**src/emb_regs.svh**
```systemverilog
`ifndef EMB_REGS_SVH
`define EMB_REGS_SVH

// ------------------------------------------------------------
// register byte offsets
// ------------------------------------------------------------
`define EMB_CTRL_OFS 8'h00
`define EMB_PULLUP_OFS 8'h04
`define EMB_PMD_OFS 8'h08
`define EMB_STATUS_OFS 8'h0c

// ------------------------------------------------------------
// fields and reset values
// ------------------------------------------------------------
`define EMB_CTRL_RST 8'h30
`define EMB_CTRL_WMASK 8'hb3
`define EMB_CTRL_DIS_BIT 7
`define EMB_CTRL_WAIT_MSB 5
`define EMB_CTRL_WAIT_LSB 4
`define EMB_CTRL_MODE_MSB 1
`define EMB_CTRL_MODE_LSB 0
`define EMB_PULLUP_RST 8'h00
`define EMB_PMD_RST 8'h00
`define EMB_PMD_WMASK 8'hfd
`define EMB_PMD_OFF_BIT 0
`define EMB_CODE_BYTE_WRITE 2'h0
`define EMB_CODE_WORD_WRITE 2'h1
`define EMB_CODE_BYTE_SELECT 2'h2

// ------------------------------------------------------------
// timing
// ------------------------------------------------------------
`define EMB_TCY_CLKS 8
`endif

```
**src/emb_pkg.sv**
```systemverilog
package emb_pkg;
  typedef enum logic [1:0] {OP_FETCH, OP_TREAD, OP_TWRITE} emb_op_e;
  typedef enum logic [1:0] {WMODE_BYTE_WRITE, WMODE_WORD_WRITE, WMODE_BYTE_SELECT} emb_wmode_e;
  typedef enum logic {ST_IDLE, ST_RUN} emb_state_e;
  typedef struct packed {
    emb_op_e op;
    logic [20:0] table_pointer;
    logic [7:0] table_latch_byte;
  } emb_req_s;
  typedef struct packed {
    logic [3:0] addr_hi;
    logic [15:0] ad;
    logic [1:0] ad_oe;
    logic ale;
    logic oe_n;
    logic write_high_strobe_n;
    logic write_low_strobe_n;
    logic ce_n;
    logic upper_byte_sel_n;
    logic lower_byte_sel_n;
    logic byte_address_lsb;
  } emb_pins_s;
endpackage : emb_pkg

```
**src/emb_axil_slave.sv**
```systemverilog
`timescale 1ns/1ns
`default_nettype none
module emb_axil_slave #(
  parameter int ADDR_W = 8
) (
  // clock and reset
  input wire logic aclk,
  input wire logic aresetn,
  // axi4-lite
  input wire logic [ADDR_W-1:0] s_axi_awaddr,
  input wire logic s_axi_awvalid,
  output logic s_axi_awready,
  input wire logic [31:0] s_axi_wdata,
  input wire logic [3:0] s_axi_wstrb,
  input wire logic s_axi_wvalid,
  output logic s_axi_wready,
  output logic [1:0] s_axi_bresp,
  output logic s_axi_bvalid,
  input wire logic s_axi_bready,
  input wire logic [ADDR_W-1:0] s_axi_araddr,
  input wire logic s_axi_arvalid,
  output logic s_axi_arready,
  output logic [31:0] s_axi_rdata,
  output logic [1:0] s_axi_rresp,
  output logic s_axi_rvalid,
  input wire logic s_axi_rready,
  // register side
  output logic reg_wr,
  output logic [ADDR_W-1:0] reg_waddr,
  output logic [7:0] reg_wdata,
  input wire logic reg_wok,
  output logic [ADDR_W-1:0] reg_raddr,
  input wire logic [7:0] reg_rdata,
  input wire logic reg_rok
);
  logic [31:0] wdata;
  logic [3:0] wstrb;
  // awready low means an address is held; same for wready
  wire aw_hs = s_axi_awvalid & s_axi_awready;
  wire w_hs = s_axi_wvalid & s_axi_wready;
  wire ar_hs = s_axi_arvalid & s_axi_arready;
  wire both_held = ~s_axi_awready & ~s_axi_wready & ~s_axi_bvalid;
  // only lane 0 carries register bits; other lanes are ignored
  assign reg_wr = both_held & wstrb[0] & reg_wok;
  assign reg_wdata = wdata[7:0];
  assign reg_raddr = s_axi_araddr;

  always_ff @(posedge aclk) begin
    if (!aresetn) begin
      s_axi_awready <= 1'b1;
      s_axi_wready <= 1'b1;
      s_axi_bvalid <= 1'b0;
      s_axi_bresp <= 2'h0;
      reg_waddr <= '0;
      wdata <= '0;
      wstrb <= '0;
    end else begin
      if (aw_hs) begin
        s_axi_awready <= 1'b0;
        reg_waddr <= s_axi_awaddr;
      end
      if (w_hs) begin
        s_axi_wready <= 1'b0;
        wdata <= s_axi_wdata;
        wstrb <= s_axi_wstrb;
      end
      if (both_held) begin
        s_axi_bvalid <= 1'b1;
        s_axi_bresp <= reg_wok ? 2'h0 : 2'h3;
      end
      if (s_axi_bvalid && s_axi_bready) begin
        s_axi_bvalid <= 1'b0;
        s_axi_awready <= 1'b1;
        s_axi_wready <= 1'b1;
      end
    end
  end

  always_ff @(posedge aclk) begin
    if (!aresetn) begin
      s_axi_arready <= 1'b1;
      s_axi_rvalid <= 1'b0;
      s_axi_rdata <= '0;
      s_axi_rresp <= 2'h0;
    end else if (ar_hs) begin
      s_axi_arready <= 1'b0;
      s_axi_rvalid <= 1'b1;
      s_axi_rdata <= {24'h0, reg_rdata};
      s_axi_rresp <= reg_rok ? 2'h0 : 2'h3;
    end else if (s_axi_rvalid && s_axi_rready) begin
      s_axi_rvalid <= 1'b0;
      s_axi_arready <= 1'b1;
    end
  end
endmodule : emb_axil_slave
`default_nettype wire

```
**src/emb_bus_ctrl.sv**
```systemverilog
// Chosen here: the AXI4-Lite register port and the placing of the registers.
`timescale 1ns/1ns
`default_nettype none
`include "emb_regs.svh"
module emb_bus_ctrl #(
  parameter int TCY_CLKS = `EMB_TCY_CLKS,
  parameter bit PKG_64PIN = 1'b0,
  parameter logic [1:0] CODE_BYTE_WRITE = `EMB_CODE_BYTE_WRITE,
  parameter logic [1:0] CODE_WORD_WRITE = `EMB_CODE_WORD_WRITE,
  parameter logic [1:0] CODE_BYTE_SELECT = `EMB_CODE_BYTE_SELECT,
  parameter int ADDR_W = 8
) (
  // clock and reset
  input wire logic aclk,
  input wire logic aresetn,
  // axi4-lite register port
  input wire logic [ADDR_W-1:0] s_axi_awaddr,
  input wire logic s_axi_awvalid,
  output logic s_axi_awready,
  input wire logic [31:0] s_axi_wdata,
  input wire logic [3:0] s_axi_wstrb,
  input wire logic s_axi_wvalid,
  output logic s_axi_wready,
  output logic [1:0] s_axi_bresp,
  output logic s_axi_bvalid,
  input wire logic s_axi_bready,
  input wire logic [ADDR_W-1:0] s_axi_araddr,
  input wire logic s_axi_arvalid,
  output logic s_axi_arready,
  output logic [31:0] s_axi_rdata,
  output logic [1:0] s_axi_rresp,
  output logic s_axi_rvalid,
  input wire logic s_axi_rready,
  // core requests
  input wire logic req_valid,
  input wire emb_pkg::emb_req_s req,
  output logic req_ready,
  output logic rsp_valid,
  output logic [15:0] rsp_data,
  // power mode and configuration
  input wire logic sleep_mode,
  input wire logic idle_mode,
  input wire logic exec_external,
  input wire logic width_8bit,
  input wire logic wait_enable,
  // bus pins
  input wire logic [15:0] ad_in,
  output var emb_pkg::emb_pins_s pins,
  output logic pins_to_bus,
  // static controls
  output logic [7:0] pull_up_config,
  output logic [7:0] module_power_disable
);
  import emb_pkg::*;

  // ------------------------------------------------------------
  // functions
  // ------------------------------------------------------------
  localparam int LW = 8;

  function automatic logic [7:0] merge(input logic [7:0] old, input logic [7:0] wd,
                                       input logic [7:0] mask);
    merge = (old & ~mask) | (wd & mask);
  endfunction : merge

  // {mapped, index}
  function automatic logic [2:0] reg_index(input logic [ADDR_W-1:0] a);
    if (a == ADDR_W'(`EMB_CTRL_OFS)) reg_index = 3'h4;
    else if (a == ADDR_W'(`EMB_PULLUP_OFS)) reg_index = 3'h5;
    else if (a == ADDR_W'(`EMB_PMD_OFS)) reg_index = 3'h6;
    else if (a == ADDR_W'(`EMB_STATUS_OFS)) reg_index = 3'h7;
    else reg_index = 3'h0;
  endfunction : reg_index

  // unknown code falls back to byte write
  function automatic emb_wmode_e decode_mode(input logic [1:0] code);
    if (code == CODE_WORD_WRITE) decode_mode = WMODE_WORD_WRITE;
    else if (code == CODE_BYTE_SELECT) decode_mode = WMODE_BYTE_SELECT;
    else decode_mode = WMODE_BYTE_WRITE;
  endfunction : decode_mode

  // ------------------------------------------------------------
  // register file
  // ------------------------------------------------------------
  logic [7:0] ext_bus_control;
  logic reg_wr;
  logic [ADDR_W-1:0] reg_waddr;
  logic [ADDR_W-1:0] reg_raddr;
  logic [7:0] reg_wdata;
  logic [7:0] reg_rdata;
  emb_state_e state;
  emb_state_e next_state;

  wire [2:0] widx = reg_index(reg_waddr);
  wire [2:0] ridx = reg_index(reg_raddr);
  wire low_power = sleep_mode | idle_mode;
  wire [7:0] status = {5'h0, pins_to_bus, low_power, state == ST_RUN};
  // control reads zero on the small package
  wire [7:0] ctrl_view = PKG_64PIN ? 8'h00 : ext_bus_control;
  assign reg_rdata = ridx == 3'h4 ? ctrl_view :
                     ridx == 3'h5 ? pull_up_config :
                     ridx == 3'h6 ? (module_power_disable & `EMB_PMD_WMASK) :
                     ridx == 3'h7 ? status : 8'h00;

  emb_axil_slave #(.ADDR_W(ADDR_W)) u_axil (
    .aclk(aclk),
    .aresetn(aresetn),
    .s_axi_awaddr(s_axi_awaddr),
    .s_axi_awvalid(s_axi_awvalid),
    .s_axi_awready(s_axi_awready),
    .s_axi_wdata(s_axi_wdata),
    .s_axi_wstrb(s_axi_wstrb),
    .s_axi_wvalid(s_axi_wvalid),
    .s_axi_wready(s_axi_wready),
    .s_axi_bresp(s_axi_bresp),
    .s_axi_bvalid(s_axi_bvalid),
    .s_axi_bready(s_axi_bready),
    .s_axi_araddr(s_axi_araddr),
    .s_axi_arvalid(s_axi_arvalid),
    .s_axi_arready(s_axi_arready),
    .s_axi_rdata(s_axi_rdata),
    .s_axi_rresp(s_axi_rresp),
    .s_axi_rvalid(s_axi_rvalid),
    .s_axi_rready(s_axi_rready),
    .reg_wr(reg_wr),
    .reg_waddr(reg_waddr),
    .reg_wdata(reg_wdata),
    .reg_wok(widx[2]),
    .reg_raddr(reg_raddr),
    .reg_rdata(reg_rdata),
    .reg_rok(ridx[2])
  );

  always_ff @(posedge aclk) begin
    if (!aresetn) begin
      ext_bus_control <= `EMB_CTRL_RST;
      pull_up_config <= `EMB_PULLUP_RST;
      module_power_disable <= `EMB_PMD_RST;
    end else if (reg_wr) begin
      if (widx == 3'h4 && !PKG_64PIN)
        ext_bus_control <= merge(ext_bus_control, reg_wdata, `EMB_CTRL_WMASK);
      if (widx == 3'h5)
        pull_up_config <= reg_wdata;
      if (widx == 3'h6)
        module_power_disable <= merge(module_power_disable, reg_wdata, `EMB_PMD_WMASK);
    end
  end

  // ------------------------------------------------------------
  // access sequencing
  // ------------------------------------------------------------
  emb_req_s cur;
  emb_pins_s next_pins;
  emb_pins_s run_pins;
  logic [LW-1:0] ph;
  logic [LW-1:0] cur_len;
  logic [7:0] hold_latch;
  logic [7:0] lo_byte;
  logic [15:0] ad_s1;
  logic [15:0] ad_s2;

  wire bus_off = module_power_disable[`EMB_PMD_OFF_BIT];
  wire accept = req_valid & req_ready & ~low_power & ~bus_off;
  emb_wmode_e mode;
  assign mode = decode_mode(ext_bus_control[`EMB_CTRL_MODE_MSB:`EMB_CTRL_MODE_LSB]);
  wire [1:0] wait_n = wait_enable ?
                      ext_bus_control[`EMB_CTRL_WAIT_MSB:`EMB_CTRL_WAIT_LSB] : 2'h0;
  // a wait state is one more whole instruction cycle after the first
  wire [LW-1:0] len_w = LW'(TCY_CLKS * (1 + int'(wait_n)));
  wire [LW-1:0] half = cur_len >> 1;
  wire last_ph = ph == cur_len - 1'b1;
  wire second = ph >= half;
  wire is_wr = cur.op == OP_TWRITE;
  wire ptr0 = cur.table_pointer[0];
  wire [7:0] d = cur.table_latch_byte;
  wire running = state == ST_RUN && !low_power;
  // samples in ad_s2 lag the pins by two cycles and ph by three, so capture points sit late
  wire grab_lo = running && ph == half;
  wire grab_all = running && last_ph;

  always_comb begin
    next_state = state;
    unique case (state)
      ST_IDLE: if (accept) next_state = ST_RUN;
      ST_RUN: if (grab_all) next_state = ST_IDLE;
    endcase
  end

  // the sequence counts aclk edges, so a slower clock stretches it
  always_ff @(posedge aclk) begin
    if (!aresetn) begin
      state <= ST_IDLE;
      ph <= '0;
      cur <= '0;
      cur_len <= '0;
    end else begin
      state <= next_state;
      if (accept) begin
        cur <= req;
        cur_len <= len_w;
        ph <= '0;
      end else if (running) begin
        ph <= ph + 1'b1;
      end
    end
  end

  wire even_word_wr = req.op == OP_TWRITE && !req.table_pointer[0] && !width_8bit &&
                      mode == WMODE_WORD_WRITE;
  always_ff @(posedge aclk) begin
    if (!aresetn) hold_latch <= 8'h00;
    else if (accept && even_word_wr) hold_latch <= req.table_latch_byte;
  end

  // ------------------------------------------------------------
  // pin values
  // ------------------------------------------------------------
  always_comb begin
    run_pins = '0;
    run_pins.addr_hi = cur.table_pointer[20:17];
    run_pins.oe_n = 1'b1;
    run_pins.write_high_strobe_n = 1'b1;
    run_pins.write_low_strobe_n = 1'b1;
    run_pins.upper_byte_sel_n = 1'b1;
    run_pins.lower_byte_sel_n = 1'b1;
    run_pins.ce_n = 1'b0;
    if (ph == '0) begin
      run_pins.ale = 1'b1;
      run_pins.ad = cur.table_pointer[16:1];
      run_pins.ad_oe = 2'h3;
      run_pins.byte_address_lsb = ptr0 & ~(width_8bit & ~is_wr);
    end else if (!is_wr) begin
      // upper lines stay address-only in 8-bit mode
      run_pins.ad = {cur.table_pointer[16:9], 8'h00};
      run_pins.ad_oe = width_8bit ? 2'h2 : 2'h0;
      run_pins.oe_n = 1'b0;
      run_pins.byte_address_lsb = width_8bit ? second : ptr0;
      run_pins.upper_byte_sel_n = width_8bit;
      run_pins.lower_byte_sel_n = width_8bit;
    end else if (width_8bit) begin
      run_pins.ad = {cur.table_pointer[16:9], d};
      run_pins.ad_oe = 2'h3;
      run_pins.write_low_strobe_n = 1'b0;
      run_pins.byte_address_lsb = ptr0;
    end else begin
      unique case (mode)
        WMODE_BYTE_WRITE: begin
          run_pins.ad = {d, d};
          run_pins.ad_oe = 2'h3;
          run_pins.write_high_strobe_n = ~ptr0;
          run_pins.write_low_strobe_n = ptr0;
        end
        WMODE_WORD_WRITE: begin
          run_pins.byte_address_lsb = ptr0;
          run_pins.upper_byte_sel_n = 1'b0;
          run_pins.lower_byte_sel_n = 1'b0;
          if (ptr0) begin
            run_pins.ad = {d, hold_latch};
            run_pins.ad_oe = 2'h3;
            run_pins.write_high_strobe_n = 1'b0;
          end
        end
        WMODE_BYTE_SELECT: begin
          run_pins.ad = {d, d};
          run_pins.ad_oe = 2'h3;
          run_pins.write_high_strobe_n = 1'b0;
          run_pins.byte_address_lsb = ptr0;
          run_pins.upper_byte_sel_n = ~ptr0;
          run_pins.lower_byte_sel_n = ptr0;
        end
      endcase
    end
  end

  always_comb begin
    next_pins = pins;
    if (low_power) begin
      next_pins.ce_n = 1'b1;
      next_pins.upper_byte_sel_n = 1'b1;
      next_pins.lower_byte_sel_n = 1'b1;
    end else if (state == ST_RUN) begin
      next_pins = run_pins;
    end else begin
      next_pins = '0;
      next_pins.addr_hi = pins.addr_hi;
      next_pins.oe_n = 1'b1;
      next_pins.write_high_strobe_n = 1'b1;
      next_pins.write_low_strobe_n = 1'b1;
      next_pins.ce_n = 1'b1;
      next_pins.upper_byte_sel_n = 1'b1;
      next_pins.lower_byte_sel_n = 1'b1;
    end
  end

  wire next_to_bus = ~ext_bus_control[`EMB_CTRL_DIS_BIT] | (next_state == ST_RUN) |
                     exec_external;

  always_ff @(posedge aclk) begin
    if (!aresetn) begin
      pins <= '{ce_n: 1'b1, oe_n: 1'b1, write_high_strobe_n: 1'b1,
                write_low_strobe_n: 1'b1, upper_byte_sel_n: 1'b1,
                lower_byte_sel_n: 1'b1, default: '0};
      pins_to_bus <= 1'b1;
      req_ready <= 1'b0;
    end else begin
      pins <= next_pins;
      pins_to_bus <= next_to_bus;
      req_ready <= next_state == ST_IDLE && !bus_off;
    end
  end

  // ------------------------------------------------------------
  // read capture
  // ------------------------------------------------------------
  always_ff @(posedge aclk) begin
    if (!aresetn) begin
      ad_s1 <= 16'h0000;
      ad_s2 <= 16'h0000;
      lo_byte <= 8'h00;
      rsp_valid <= 1'b0;
      rsp_data <= 16'h0000;
    end else begin
      ad_s1 <= ad_in;
      ad_s2 <= ad_s1;
      rsp_valid <= grab_all;
      if (grab_lo) lo_byte <= ad_s2[7:0];
      if (grab_all && !is_wr) rsp_data <= width_8bit ? {ad_s2[7:0], lo_byte} : ad_s2;
    end
  end

  // ------------------------------------------------------------
  // checks
  // ------------------------------------------------------------
  logic [LW-1:0] run_cycles;
  logic lp_seen;
  always_ff @(posedge aclk) begin
    if (!aresetn || accept) begin
      run_cycles <= '0;
      lp_seen <= 1'b0;
    end else begin
      if (state == ST_RUN) run_cycles <= run_cycles + 1'b1;
      if (low_power) lp_seen <= 1'b1;
    end
  end

  wire wr16 = !pins.ce_n && !width_8bit && is_wr;
  a_access_len: assert property (@(posedge aclk) disable iff (!aresetn)
    rsp_valid && !lp_seen |-> run_cycles == cur_len)
    else $error("access length differs from configured length");
  a_wait_cfg: assert property (@(posedge aclk) disable iff (!aresetn)
    accept |=> cur_len == LW'(TCY_CLKS * (1 + int'($past(wait_n)))))
    else $error("wait states not applied");
  a_byte_wr_lane: assert property (@(posedge aclk) disable iff (!aresetn)
    wr16 && mode == WMODE_BYTE_WRITE && !pins.ale |->
    pins.ad[15:8] == pins.ad[7:0] && pins.write_high_strobe_n != pins.write_low_strobe_n)
    else $error("byte write lanes or strobe wrong");
  a_word_even: assert property (@(posedge aclk) disable iff (!aresetn)
    wr16 && mode == WMODE_WORD_WRITE && !ptr0 && !pins.ale |->
    pins.ad_oe == 2'h0 && pins.write_high_strobe_n && pins.write_low_strobe_n)
    else $error("even word write drove bus or strobe");
  a_word_odd: assert property (@(posedge aclk) disable iff (!aresetn)
    wr16 && mode == WMODE_WORD_WRITE && !pins.write_high_strobe_n |->
    pins.ad[7:0] == hold_latch && pins.ad[15:8] == d)
    else $error("odd word write data wrong");
  a_word_sel: assert property (@(posedge aclk) disable iff (!aresetn)
    wr16 && mode == WMODE_WORD_WRITE && !pins.ale |->
    pins.write_low_strobe_n && !pins.upper_byte_sel_n && !pins.lower_byte_sel_n)
    else $error("word write selects wrong");
  a_bsel_pick: assert property (@(posedge aclk) disable iff (!aresetn)
    wr16 && mode == WMODE_BYTE_SELECT && !pins.write_high_strobe_n |->
    pins.upper_byte_sel_n == ~pins.byte_address_lsb && pins.lower_byte_sel_n == ptr0)
    else $error("byte select does not follow pointer");
  a_lp_force: assert property (@(posedge aclk) disable iff (!aresetn)
    low_power |=> pins.ce_n && pins.upper_byte_sel_n && pins.lower_byte_sel_n)
    else $error("low power did not force selects high");
  a_lp_freeze: assert property (@(posedge aclk) disable iff (!aresetn)
    low_power |=> $stable(pins.ad) && $stable(pins.ad_oe) && $stable(pins.ale) &&
    $stable(pins.write_high_strobe_n) && $stable(ph))
    else $error("bus moved during low power");
  a_idle_float: assert property (@(posedge aclk) disable iff (!aresetn)
    state == ST_IDLE && !low_power |=> pins.ad_oe == 2'h0 && !pins.ale &&
    !pins.byte_address_lsb && pins.oe_n && pins.ce_n)
    else $error("idle bus not parked");
endmodule : emb_bus_ctrl
`default_nettype wire

```
**config.mk**
```make
export PLATFORM = sky130hd
export DESIGN_NAME = emb_bus_ctrl
export DESIGN_NICKNAME = d
export VERILOG_FILES = /design/src/emb_pkg.sv /design/src/emb_axil_slave.sv /design/src/emb_bus_ctrl.sv
export VERILOG_INCLUDE_DIRS = /design/src /design/src/src
export SDC_FILE = /design/constraint.sdc
export NUM_CORES = 1
export LEC_CHECK = 0
export BUFFER_PORTS_ARGS = -buffer_cell sky130_fd_sc_hd__buf_2
export CORE_MARGIN = 1.5
export CORE_UTILIZATION = 55
export CTS_BUF_LIST = sky130_fd_sc_hd__clkbuf_4 sky130_fd_sc_hd__clkbuf_8
export DETAILED_ROUTE_END_ITERATION = 12
export PLACE_DENSITY_LB_ADDON = 0.1
export SLEW_MARGIN = 10
export SYNTH_ARGS = -nofsm -noshare
export SYNTH_HDL_FRONTEND = slang
export SYNTH_SLANG_ARGS = --single-unit
```
**constraint.sdc**
```tcl
create_clock -name aclk -period 2.29 [get_ports aclk]
set_clock_uncertainty 0.15 [all_clocks]
set_input_delay 0.1145 -clock aclk [delete_from_list [all_inputs] [get_ports aclk]]
set_output_delay 0.1145 -clock aclk [all_outputs]
set_load 0.05 [all_outputs]
```
==> impl_results.md, run 1 <==
- Worst Path Arrival: about 2.3 ns
- DR iter-0 viols: ~400
- Top Family by Delay on Critical Path: simple AND/OR/NAND/NOR gates
- Max-Cap Viols: 0
- Status: finished clean
- Crit start category: flop
- Crit-path max cell delay: 0.64 ns
- Cell chain of the critical path: ha_1 -> and4bb_2 -> and4_1 -> nand4_1 -> o211a_1
- Buffer and inverter count on the worst path: 0
- Global placement routability congestion: 0.824
- Worst Tran Pin Value: 0.658 ns
- Crit. End Element: flop
- Avg Inst Size Synth: 9.33 µm²
- H-tree levels: 4
- Worst slack, placed: 0.130 ns
- Core Region: 14500 µm²
- Antenna diode count: 0
- Layout cell share with drive strength beyond 1: a little over a fifth
- Pwr dens: about 610 nW/µm²
- Routed wire length: 20.1 mm
- IR drop worst, VDD: 0.392 mV
- Antenna violations before repair: 0
- Setup WS post-layout: around 0.17 ns
- Placed insts: about 1200
- # port buffers: 165
- # setup viols final: 0
- # rows: 44
- Via Count: 6925
- Yosys warns: 0
- Clock Latency Late Sink: 0.48 ns
- WP data required: 2.51 ns
- Worst-case clock buffer depth: 2
- Minimum clock period: roughly 2.1 ns
- DRT antenna net count: 0
- DR pass1 iterations: 5
- Number of global-route vias before repair: roughly 6700
- Finished Cell Area: 10400 µm²
- Synthesized area: 8170 µm²
- Synth unique cells: 66
- Fin crit share: 92.4%
- Hold Path Class: in -> reg
- Final HPWL DP: roughly 13 mm
- Synth Register Bits: 192
- Post-placement cell area: 9010 µm²
- Final hold slack: ~0.036 ns
- CTS sink count: roughly 190
- Fin cells: 1319
- DR vias/cell: around 5.3
- Slew Viols, Final: 0
- Initial Util: 56.2%
- GRT Total Usage: between 20% and 30%
- Clock transition at the registers of the reported paths: about 0.10 ns
- Worst Setup Path Type: reg -> reg
- Num CTS Buffers: 17
- Fin nets: 1244
- Critical Path Slowest Stage Cell: and4_1
- First-pass GRT wire length: 32.8 mm
- Post-CTS Setup Inserts: 0
- Ports: around 220
- Worst rel slew slack: 56.2%
- Avg WL per Cell: 15.2 µm
- Crit Path Max Fanout: 17
- EDFF count, synth: 0
- Die area: 15600 µm²
- Lkg Pwr: 4.65 nW
- Main flop type after synthesis: dfxtp_1
- Horiz. Die Dim: approximately 120 µm
- Die Y: ~120 µm
- Seq/Total Area, Yosys: 47.1%
- Setup_tns: 0 ns
- Largest net degree at the start of global routing: 68
- CTS tree: yes
- Max frequency: 472 MHz
- Post-synthesis async set-or-reset flop share: 0%
- Synthesized instance count: 876
- Final hold violations: 0
- RSZ-0062 raised after global routing: no
- Clock root cell: clkbuf_8
- Area grow syn2layout: 27.6%
- Grt ovf: 0
- DRC viols: 0
-- registers in the layout, summed over array words and instances (netlist names), 16 cells and up --
register / cells
rsp_data: 16
cur: 23
pins: 30
ad_s1: 16
ad_s2: 16
-- logic make-up after synthesis --
kind of cell	after synthesis	synth area share, %
compound gates	153	13.8
mux	62	7.61
buf+inv	101	6.60
flops	192	47.1
xor+xnor	8	0.858
fa+ha+maj	10	1.53
simple gates	349	22.5
other cells	1	0.0459
-- repair_timing --
item | 4_1_cts | 5_1_grt
endpoints found under the hold margin | 96 | 1
setup endpoints to repair | 0 | 19
gates resized for setup | 0 | 6
hold buffers | 98 | 4
-- layer usage --
metal	GRT usage [%]	wire, µm	vias to the layer above	share of wire (%)
li1	-	-	3454	-
met1	33.3	8990	3225	45
met2	42.8	9750	207	49
met3	5.07	911	39	4.5
met4	9.96	418	0	2.1
met5	0	0	-	0
-- placed cells by master, fill, tap and decap left out, types with 22 or more instances in the layout --
cell type / synthesis / routed
and2_1: 46 / 46
mux2i_1: 61 / 61
dfxtp_1: 192 / 190
dlygate4sd3_1: 0 / 101
nor2b_1: 34 / 34
nand3_1: 33 / 33
buf_2: 17 / 164
nand2_1: 151 / 151
a21boi_0: 53 / 53
conb_1: 1 / 25
buf_4: 30 / 22
-- path summary, 6_finish.rpt --
path / from / endpoint / slack [ns] / cells after the start
max: ph[1] / rsp_data[13] / 0.17 / 5
min: s_axi_araddr[6] / u_axil.s_axi_rdata[7] / 0.04 / 5
max reg2reg: ph[1] / rsp_data[13] / 0.17 / 5
min reg2reg: ad_s1[7] / ad_s2[7] / 0.29 / 1
-- cell usage after synthesis, types with 10 or more instances --
master / count / area, µm²
nand3_1: 33 / 165
ha_1: 10 / 125
o21ai_0: 21 / 105
nand2_1: 151 / 567
nor2b_1: 34 / 213
clkbuf_1: 32 / 120
mux2i_1: 61 / 611
buf_4: 30 / 225
buf_2: 17 / 85.1
a21boi_0: 53 / 398
nand4_1: 21 / 131
and2_1: 46 / 288
o211a_1: 18 / 180
inv_1: 16 / 60.1
dfxtp_1: 192 / 3840
a21oi_1: 20 / 100
nor2_1: 21 / 78.8
-- cell type report --
type                       instances  area, µm²
inverter                          16       60.1
sequential                       192       3850
clock buffer                      18        248
clock inverter                    14        141
multi-input combinational        607       3890
timing repair buffer             288       2010
fill                            1173       4110
tap                              184        230
-- per-stage QoR --
stage	power [mW]	util [%]
floorplan	3.93	-
global placement	4.05	62.0
detailed placement	4.06	62.0
CTS	6.34	71.4
global route	6.57	71.7
finish	6.32	71.7
-- power breakdown --
part | switching (mW) | internal, mW | leakage (nW) | total (mW)
Combinational | 0.383 | 0.286 | 2.88 | 0.669
Sequential | 0.0447 | 3.41 | 1.56 | 3.45
Clock | 1.27 | 0.930 | 0.204 | 2.20
-- worst register-to-register path, stage by stage, from the launching register on --
cell and delay (ns):
dfxtp_1 0.40, ha_1 0.16, and4bb_2 0.30, and4_1 0.64, nand4_1 0.20, o211a_1 0.17
Note: power is estimated with default switching activity, not from simulation.
==> run 2: changes to the inputs <==
--- a/config.mk
+++ b/config.mk
@@ -7,6 +7,7 @@
 export NUM_CORES = 1
 export LEC_CHECK = 0
 export BUFFER_PORTS_ARGS = -buffer_cell sky130_fd_sc_hd__buf_2
+export CORE_ASPECT_RATIO = 1.2
 export CORE_MARGIN = 1.5
 export CORE_UTILIZATION = 55
 export CTS_BUF_LIST = sky130_fd_sc_hd__clkbuf_4 sky130_fd_sc_hd__clkbuf_8
==> constraint.sdc (replaced) <==
create_clock -name aclk -period 2.3 [get_ports aclk]
set_clock_uncertainty 0.15 [all_clocks]
set_input_delay 0.115 -clock aclk [delete_from_list [all_inputs] [get_ports aclk]]
set_output_delay 0.115 -clock aclk [all_outputs]
set_load 0.05 [all_outputs]
==> run 2 against run 1 <==
  * Clock power is 2% higher
  * Worst setup slack got worse by 0.12 ns
  * Critical path depth up 2
  * Die area barely moved
  * Final cell count rose by 1.4%
  * Routed wire length shrank 1.2%
  * Via count grew 0.36%
  * Sequential power is essentially flat
  * Sequential share of layout area down 0.45 points
  * Critical path type is now in -> reg
  * Largest power group unchanged
==> impl_results.md, run 2 (synthesis gave the netlist of run 1 again) <==
- Clock transition at the registers of the reported paths: 0.11 ns
- Lkg Pwr: 4.68 nW
- Fillers: 1060
- Max frequency: 445 MHz
- Final hold slack: 0.0237 ns
- Tot Pwr: ~6.3 mW
- Initial Util: roughly 56%
- Num CTS Buffers: 17
- H-tree levels: 4
- Worst rel slew slack: between 40% and 50%
- DRT antenna net count: 0
- Die area: between 15000 and 20000 µm²
- Final HPWL DP: 13.1 mm
- Worst Path Arrival: approximately 2.5 ns
- CTS tree: yes
- Clock Latency Late Sink: 0.48 ns
- DR pass1 iterations: 5
- Horiz. Die Dim: 114 µm
- DRC viols: 0
- Setup_tns: 0 ns
- Number of global-route vias before repair: 6424
- Via Count: 6950
- Area grow syn2layout: 29.2%
- Crit start category: input port
- # port buffers: 165
- Core Region: 14500 µm²
- Worst-case clock buffer depth: 2
- IR drop worst, VDD: 0.481 mV
- Pwr dens: 601 nW/µm²
- DR iter-0 viols: 414
- Top reg by flops: pins
- Post-CTS Setup Inserts: 0
- Max-Cap Viols: 0
- Top Registers: pins (30), cur (23)
- Routed wire length: just under 20 mm
- Minimum clock period: roughly 2.2 ns
- Antenna diode count: 0
- Most common cell after layout, fill and taps aside: dfxtp_1
- GRT Total Usage: 25.3%
- Commonest non-fill, non-tap cells in the layout: dfxtp_1, buf_2, nand2_1, dlygate4sd3_1, mux2i_1
- Global placement routability congestion: 0.854
- # setup viols final: 0
- Fin nets: 1247
- First-pass GRT wire length: 31.0 mm
- Die Y: approximately 140 µm
- RSZ-0062 raised after global routing: no
- WP data required: 2.58 ns
- DR vias/cell: 5.19
- Crit Path Max Fanout: 11
- Hold Path Class: in -> reg
- CTS sink count: 192
- Clock root cell: clkbuf_8
- Slew Viols, Final: 0
- Fin crit share: a little under 100%
- Crit. End Element: flop
- Worst Setup Path Type: in -> reg
- Ports: ~220
- Status: finished clean
- Avg WL per Cell: 14.8 µm
- Worst Tran Pin Value: about 0.78 ns
- Largest register FFs: 30
- Largest net degree at the start of global routing: 102
- Layout cell share with drive strength beyond 1: 21.3%
- Final hold violations: 0
- # rows: 48
- Antenna violations before repair: 0
- Grt ovf: 0
[run 2: worst max-delay path: stages]
cell           delay (ns)
dlygate4sd3_1        0.53
buf_4                0.18
a2111oi_4            0.29
nand2_1              0.10
dlygate4sd3_1        0.58
a21oi_1              0.15
dlygate4sd3_1        0.58
[run 2: final cells by class]
| class | instances | area [µm²] | area share, % |
|---|---|---|---|
| sequential | 192 | 3850 | 36.4 |
| clock inverter | 15 | 184 | 1.74 |
| tap | 200 | 250 | 2.37 |
| multi-input combinational | 607 | 3910 | 37.0 |
| timing repair buffer | 291 | 2070 | 19.6 |
| clock buffer | 17 | 234 | 2.22 |
| inverter | 16 | 60.1 | 0.569 |
[run 2: worst paths after layout]
path,depth (start not counted),start,slack [ns],end
max,7,s_axi_araddr[3],0.05,u_axil.s_axi_rdata[1]
min,5,s_axi_araddr[6],0.02,u_axil.s_axi_rdata[3]
min reg2reg,1,ad_s1[4],0.29,ad_s2[4]
max reg2reg,6,pull_up_config[1],0.09,u_axil.s_axi_rdata[1]
[run 2: report_power, final]
part / leakage, nW / switching [mW] / total, mW / internal [mW]
registers: 1.56 / 0.0442 / 3.44 / 3.39
logic: 2.92 / 0.381 / 0.674 / 0.293
clock network: 0.203 / 1.39 / 2.24 / 0.841
total: 4.68 / 1.82 / 6.35 / 4.53
[run 2: layer usage]
metal,up-vias,wire length [µm],GRT usage [%]
met5,-,0,0
met4,0,435,9.24
met3,36,1060,7.00
met2,220,9680,43.5
met1,3241,8660,30.2
li1,3453,-,-
[run 2: repair_timing]
action                                  in CTS  in global routing
gates resized for setup                      0                  9
endpoints found under the setup margin       0                  6
hold buffers                               102                  0
hold endpoints to repair                   101                  0
[run 2: stage by stage]
| step | cells | util, % | setup WS, ns | instance area [µm²] |
|---|---|---|---|---|
| finish | 1338 | 72.9 | 0.0528 | 10600 |
| global route | 1338 | 72.9 | 0.0158 | 10600 |
| CTS | 1338 | 72.7 | 0.0762 | 10500 |
| detailed placement | 1204 | 62.7 | 0.168 | 9080 |
| global placement | 1204 | 62.7 | 0.184 | 9080 |
| floorplan | 900 | - | 0.286 | 8260 |
